<file path="src/vdr_pkg.sv">
// Constants and carrier types for the serial register access port.
// Assumes one system clock domain; bus pins are sampled, not clocked on.
package vdr_pkg;
  localparam logic [6:0] VDR_ADDR_STRAP_LO = 7'h5c;  // Byte B8h/B9h
  localparam logic [6:0] VDR_ADDR_STRAP_HI = 7'h5d;  // Byte BAh/BBh
  localparam logic [7:0] VDR_LONG_WAIT_TOP = 8'h8f;
  localparam int         VDR_WAIT_US       = 64;
  localparam int         VDR_CLK_MHZ       = 25;
  localparam int         VDR_WAIT_CYC      = VDR_WAIT_US * VDR_CLK_MHZ;
  localparam logic [7:0] VDR_SUBADDR_RST   = 8'h00;

  typedef struct packed {
    logic       wrEn;
    logic [7:0] addr;
    logic [7:0] data;
  } vdr_reg_req_s;
endpackage : vdr_pkg

</file>
<file path="src/vdr_i2c_slave.sv">
// Serial register access slave: address match, subaddress, reads and writes.
// Assumes the register array answers rdData combinationally; the port owns it here.
`timescale 1ns/1ps
`default_nettype none
module vdr_i2c_slave #(
  parameter int WAIT_CYC = vdr_pkg::VDR_WAIT_CYC
) (
  input  wire logic                  sys_clk,
  input  wire logic                  rst_b,
  input  wire logic                  sclIn,
  output logic                       sclOut,
  output logic                       sclOe,
  input  wire logic                  sdaIn,
  output logic                       sdaOut,
  output logic                       sdaOe,
  input  wire logic                  busAddressSelectStrap,
  input  wire logic                  refClkLocked,
  output vdr_pkg::vdr_reg_req_s      regReq,
  output logic                       regReqValid,
  output logic                       busy
);
  import vdr_pkg::*;

  typedef enum {IDLE, ADDR, ACK, WDATA, RDATA, RACK, SKIP} vdr_state_e;

  logic [1:0] sclSync, sdaSync;
  logic       sclD, sdaD;
  logic [7:0] regs [256];
  logic [7:0] shift_r, subAddr_r;
  logic [3:0] bitCnt_r;
  logic       strap_r, strapTaken_r, rnw_r, gotSub_r, ackDrive_r;
  logic [6:0] myAddr;
  logic [$clog2(WAIT_CYC+1)-1:0] waitCnt_r;
  logic [1:0] phase_r;
  vdr_state_e state_r;
  logic sclRise, sclFall, startCond, stopCond;
  logic [1:0] strapSync_r, lockSync_r, warm_r;

  always_ff @(posedge sys_clk or negedge rst_b) begin
    if (!rst_b) begin
      sclSync <= 2'h3;
      sdaSync <= 2'h3;
      sclD    <= 1'b1;
      sdaD    <= 1'b1;
    end else begin
      sclSync <= {sclSync[0], sclIn};
      sdaSync <= {sdaSync[0], sdaIn};
      sclD    <= sclSync[1];
      sdaD    <= sdaSync[1];
    end
  end

  assign sclRise = sclSync[1] & ~sclD;
  assign sclFall = ~sclSync[1] & sclD;
  assign startCond = sclSync[1] & sclD & sdaD & ~sdaSync[1];
  assign stopCond  = sclSync[1] & sclD & ~sdaD & sdaSync[1];

  // Strap pin and PLL lock come from outside this clock
  always_ff @(posedge sys_clk or negedge rst_b) begin
    if (!rst_b) begin
      strapSync_r <= 2'h0;
      lockSync_r  <= 2'h0;
      warm_r      <= 2'h0;
    end else begin
      strapSync_r <= {strapSync_r[0], busAddressSelectStrap};
      lockSync_r  <= {lockSync_r[0], refClkLocked};
      warm_r      <= {warm_r[0], 1'b1};
    end
  end

  always_ff @(posedge sys_clk or negedge rst_b) begin
    if (!rst_b) begin
      strap_r      <= 1'b0;
      strapTaken_r <= 1'b0;
    end else if (!strapTaken_r && warm_r[1]) begin
      strap_r      <= strapSync_r[1];
      strapTaken_r <= 1'b1;
    end
  end

  assign myAddr = strap_r ? VDR_ADDR_STRAP_HI : VDR_ADDR_STRAP_LO;

  // Clock is stretched during the low half of the ack bit after a data byte written to subaddress 8Fh or below
  always_ff @(posedge sys_clk or negedge rst_b) begin
    if (!rst_b) begin
      waitCnt_r <= '0;
    end else if (state_r == WDATA && bitCnt_r == 4'h8 && sclFall && gotSub_r &&
                 subAddr_r <= VDR_LONG_WAIT_TOP) begin
      waitCnt_r <= ($clog2(WAIT_CYC+1))'(WAIT_CYC);
    end else if (waitCnt_r != '0) begin
      waitCnt_r <= waitCnt_r - 1'b1;
    end
  end

  // hold clock low while busy or PLL not ready
  assign busy   = (waitCnt_r != '0) | ~lockSync_r[1];
  assign sclOut = 1'b0;
  // Own transfers only; never stall a transfer meant for another device
  assign sclOe  = busy & ~sclSync[1] & (state_r inside {ACK, WDATA, RDATA, RACK});

  always_ff @(posedge sys_clk or negedge rst_b) begin
    if (!rst_b) begin
      state_r    <= IDLE;
      bitCnt_r   <= 4'h0;
      shift_r    <= 8'h00;
      rnw_r      <= 1'b0;
      gotSub_r   <= 1'b0;
      ackDrive_r <= 1'b0;
      phase_r    <= 2'h0;
    end else if (stopCond) begin
      state_r    <= IDLE;
      ackDrive_r <= 1'b0;
    end else if (startCond) begin
      state_r    <= ADDR;
      bitCnt_r   <= 4'h0;
      ackDrive_r <= 1'b0;
    end else if (sclRise) begin
      unique case (state_r)
        ADDR, WDATA: begin
          if (bitCnt_r < 4'h8) begin
            shift_r  <= {shift_r[6:0], sdaSync[1]};
            bitCnt_r <= bitCnt_r + 4'h1;
          end
        end
        RDATA: begin
          bitCnt_r <= bitCnt_r + 4'h1;
        end
        RACK: begin
          // master nack ends the byte stream
          state_r  <= sdaSync[1] ? SKIP : RDATA;
          bitCnt_r <= 4'h0;
        end
        ACK, IDLE, SKIP: begin
        end
      endcase
    end else if (sclFall) begin
      unique case (state_r)
        ADDR: begin
          if (bitCnt_r == 4'h8) begin
            if (shift_r[7:1] == myAddr) begin
              rnw_r      <= shift_r[0];
              gotSub_r   <= 1'b0;
              ackDrive_r <= 1'b1;
              state_r    <= ACK;
            end else begin
              state_r <= SKIP;
            end
          end
        end
        WDATA: begin
          if (bitCnt_r == 4'h8) begin
            ackDrive_r <= 1'b1;
            gotSub_r   <= 1'b1;
            state_r    <= ACK;
          end
        end
        ACK: begin
          ackDrive_r <= 1'b0;
          bitCnt_r   <= 4'h0;
          state_r    <= rnw_r ? RDATA : WDATA;
        end
        RDATA: begin
          if (bitCnt_r == 4'h8) begin
            state_r <= RACK;
          end
        end
        RACK, IDLE, SKIP: begin
        end
      endcase
    end
  end

  // subaddress kept across stop; auto-increment per byte
  always_ff @(posedge sys_clk or negedge rst_b) begin
    if (!rst_b) begin
      subAddr_r <= VDR_SUBADDR_RST;
    end else if (state_r == WDATA && bitCnt_r == 4'h8 && sclFall) begin
      // Subaddress byte loads; a data byte steps it on the same edge that regReq takes the old address
      subAddr_r <= gotSub_r ? subAddr_r + 8'h01 : shift_r;
    end else if (state_r == RACK && sclRise) begin
      subAddr_r <= subAddr_r + 8'h01;
    end
  end

  always_ff @(posedge sys_clk or negedge rst_b) begin
    if (!rst_b) begin
      regReqValid <= 1'b0;
      regReq      <= '0;
    end else begin
      regReqValid <= state_r == WDATA && bitCnt_r == 4'h8 && sclFall && gotSub_r;
      regReq      <= '{wrEn: 1'b1, addr: subAddr_r, data: shift_r};
    end
  end

  always_ff @(posedge sys_clk) begin
    if (regReqValid) begin
      regs[regReq.addr] <= regReq.data;
    end
  end

  // MSB-first read data, output only changes with clock low
  logic readBit;
  assign readBit = regs[subAddr_r][3'(4'h7 - bitCnt_r)];
  always_ff @(posedge sys_clk or negedge rst_b) begin
    if (!rst_b) begin
      sdaOe <= 1'b0;
    end else if (!sclSync[1]) begin
      sdaOe <= ackDrive_r | (state_r == RDATA && bitCnt_r < 4'h8 && !readBit);
    end
  end
  assign sdaOut = 1'b0;
endmodule : vdr_i2c_slave
`default_nettype wire

</file>
<file path="config.mk">
export PLATFORM = sky130hd
export DESIGN_NAME = vdr_i2c_slave
export DESIGN_NICKNAME = d
export VERILOG_FILES = /design/src/vdr_pkg.sv /design/src/vdr_i2c_slave.sv
export SDC_FILE = /design/constraint.sdc
export NUM_CORES = 2
export LEC_CHECK = 0
export BUFFER_PORTS_ARGS = -buffer_cell sky130_fd_sc_hd__buf_2
export CORE_MARGIN = 10
export CORE_UTILIZATION = 55
export CTS_CLUSTER_DIAMETER = 120
export DETAILED_ROUTE_END_ITERATION = 16
export PLACE_DENSITY_LB_ADDON = 0.2
export SLEW_MARGIN = 20
export SYNTH_ARGS = -nofsm -noshare
export SYNTH_HDL_FRONTEND = slang
export SYNTH_SLANG_ARGS = --single-unit
</file>
<file path="constraint.sdc">
create_clock -name sys_clk -period 3.7 [get_ports sys_clk]
set_input_delay 0.185 -clock sys_clk [delete_from_list [all_inputs] [get_ports sys_clk]]
set_output_delay 0.185 -clock sys_clk [all_outputs]
set_load 0.05 [all_outputs]
</file>
==> impl_metrics.csv <==
group,metric,value,unit
drt,dr.pass1.iters,6,
cts,cts-buffers-inserted,206,
logic_synthesis,syn_inst,4238,
logic_synthesis,synth_flop_cell,"edfxtp_1",
finish,finalNetCount,4785,
worst_setup_path,crit_type,"reg2reg",
placement,placed_cells,6562,
drt,drc,0,
worst_setup_path,required,4.43,ns
drt,ant_nets,0,
timing,rsz0062_at_grt,"false",
logic_synthesis,synth_top_area_cell,"edfxtp_1",
timing,final_hold_viol_count,0,
placement,pre_cts_ws,-0.381,ns
outcome,run_status,"completed",
worst_setup_path,arrival,4.41,ns
cts,clk-insertion-delay-late,0.83,ns
logic_synthesis,synth_area,83200,um^2
power_and_ir_drop,p_leak,31.5,nW
logic_synthesis,synth_edf_count,2048,
timing,finalCritPeriodShare,0.996,
global_routing,antenna_found_initial,8,
floorplanning,rows,142,
floorplanning,pin_count,29,
drt,wl_per_cell,32.8,um
logic_synthesis,syn_area_per_cell,19.6,um^2
timing,setup-violations-final,0,
power_and_ir_drop,power_density,660,nW/um^2
logic_synthesis,yosys_warnings,0,
worst_setup_path,start_kind,"flip-flop",
global_routing,overflow,0,
timing,setup_ws,0.0157,ns
logic_synthesis,synthArstFlopShare,0.0326,
logic_synthesis,seq_area_frac_synth,0.760,
worst_setup_path,worst_setup_path_end_kind,"flip-flop",
finish,post_route_cells_drive_above_1_share,0.266,
finish,final_common_cell,"edfxtp_1",
global_routing,grt_usage,0.270,
timing,finClkSkew,0.0416,ns
power_and_ir_drop,ir_drop,772,uV
cts,htreeDepth,4,
worst_setup_path,crit_path_frequent_cell,"buf_4",
placement,post-dp-hpwl,146000,um
logic_synthesis,ys_types,78,
cts,clkTransAtPathRegs,0.06,ns
timing,worst_pin_slew,1.08,ns
timing,min_period,3.68,ns
cts,cts_buffer_depth,3,
floorplanning,start_util,0.554,
finish,final_cell_mix,"2,048 x edfxtp_1, 492 x buf_4, 386 x mux4_2",
logic_synthesis,synth_seq_cells,2117,
drt,drtIter0Drc,6766,
drt,vias,45300,
timing,slew_viol_final,0,
worst_setup_path,slowest_delay,0.58,ns
worst_setup_path,path_cells,"buf_12, buf_4, buf_4, mux4_2, a22oi_1, a21oi_1, buf_4, nor4_2, or3_1, a2111oi_0, a211o_1, o31ai_2",
drt,routed_wirelength,229000,um
floorplanning,die_w,409,um
global_routing,grt_pass1_wl,326000,um
global_routing,grt_max_degree,141,
logic_synthesis,yosys.area.top_type_share,0.740,
worst_hold_path,hp-class,"reg2reg",
floorplanning,die-height,409,um
cts,clockRootBuffer,"clkbuf_16",
logic_synthesis,synth_top_cells_by_area,"edfxtp_1 74%, mux4_2 10%, mux2i_1 3.7%",
placement,gp_congestion,0.935,
floorplanning,coreArea,150000,um^2
drt,avgViaCountPerCell,6.51,
finish,synthToLayoutAreaGrowth,15.2,%
cts,cts_tree,"done",
timing,hold_ws,0.352,ns
cts,cts_sinks,2117,
placement,portBuffers,26,
finish,finalNonFillerCells,6962,
run,drv_cap,0,
worst_setup_path,cp_max_fo,25,
timing,relSlewSlack,0.260,
worst_setup_path,crit_slowest_cell,"dfrtp_4",
floorplanning,dieArea,167000,um^2
global_routing,grt_pass1_vias,44100,
timing,timing.fmax,0.271,GHz
-- registers in the layout, summed over array words and instances (netlist names), 2 cells and up --
| signal | count |
|---|---|
| warm_r | 2 |
| lockSync_r | 2 |
| subAddr_r | 8 |
| sdaSync | 2 |
| bitCnt_r | 4 |
| regReq | 16 |
| strapSync_r | 2 |
| regs | 2048 |
| sclSync | 2 |
| shift_r | 8 |
| state_r | 3 |
| waitCnt_r | 11 |
-- stage by stage --
step / area, um^2 / utilization / power [mW] / setup TNS [ns]
floorplan: 83200 / - / 38.6 / 0
global placement: 89100 / 0.594 / 43.3 / -0.370
detailed placement: 89100 / 0.594 / 43.5 / -0.381
CTS: 95700 / 0.637 / 63.4 / 0
global route: 95800 / 0.638 / 65.2 / 0
finish: 95800 / 0.638 / 63.2 / 0
-- critical path: cells and delay by family, from the launching register on --
kind                   cells  cell delay [ns]
AND/OR/NAND/NOR            2             0.72
multiplexers               1             0.34
AO/OA/AOI/OAI              5             1.03
buffers and inverters      4             0.89
flip-flops                 1             0.58
-- power by group --
group | internal, mW | leakage, nW | switching, mW
logic | 5.63 | 9.02 | 8.15
registers | 28.5 | 19.4 | 0.917
clock network | 11.2 | 3.13 | 8.85
total | 45.3 | 31.5 | 17.9
-- final timing paths --
path / startpoint / to / slack [ns] / cells after the start
hold / removal: lockSync_r[0] / lockSync_r[1] / 0.35 / 0
hold reg to reg: lockSync_r[0] / lockSync_r[1] / 0.35 / 0
setup reg to reg: subAddr_r[1] / sdaOe / 0.02 / 12
setup / recovery: subAddr_r[1] / sdaOe / 0.02 / 12
max in group asynchronous: rst_b / sdaSync[0] / 2.72 / 4
min in group asynchronous: rst_b / bitCnt_r[2] / 0.37 / 3
-- timing repair --
item / CTS / global route
setup buffers: 3 / 2
pin swaps: 0 / 1
hold buffers: 11 / 0
gates resized for setup: 3 / 13
endpoints found under the setup margin: 2 / 2
hold endpoints to repair: 71 / 0
-- per-layer routing --
| metal | part of all wire | GRT usage |
|---|---|---|
| met4 | 0.038 | 0.0931 |
| met3 | 0.12 | 0.0665 |
| met1 | 0.39 | 0.388 |
| met5 | 0.00021 | 0 |
| met2 | 0.46 | 0.408 |
-- synth_stat cells (20+ instances only) --
library cell     n
a211oi_1        28
a21oi_1         86
a221oi_1        66
a22oi_1         64
buf_1           20
buf_2           56
buf_4           30
buf_6           39
clkbuf_1       112
dfrtp_1         63
edfxtp_1      2048
mux2i_1        311
mux4_2         386
nand2_1        124
nand3_1         57
nor2_1         318
nor3_1          38
o21ai_0         51
o221ai_1        20
o22ai_1         34
-- logic make-up after synthesis --
logic type      share of synthesized area
compound gates                     0.0391
fa+ha+maj                         0.00135
flops                               0.760
xor+xnor                          0.00105
buf+inv                            0.0192
simple gates                       0.0336
other cells                     0.0000903
mux                                 0.145
-- layout make-up --
cell class                 count  area (um^2)
fill                       10200        54300
clock buffer                 272         5540
clock inverter               107          855
timing repair buffer         585         5080
sequential                  2117        63300
antenna                        5         12.5
tap                         2016         2520
multi-input combinational   1840        18400
inverter                      20         80.1
Power figures use the tool's default switching activity.
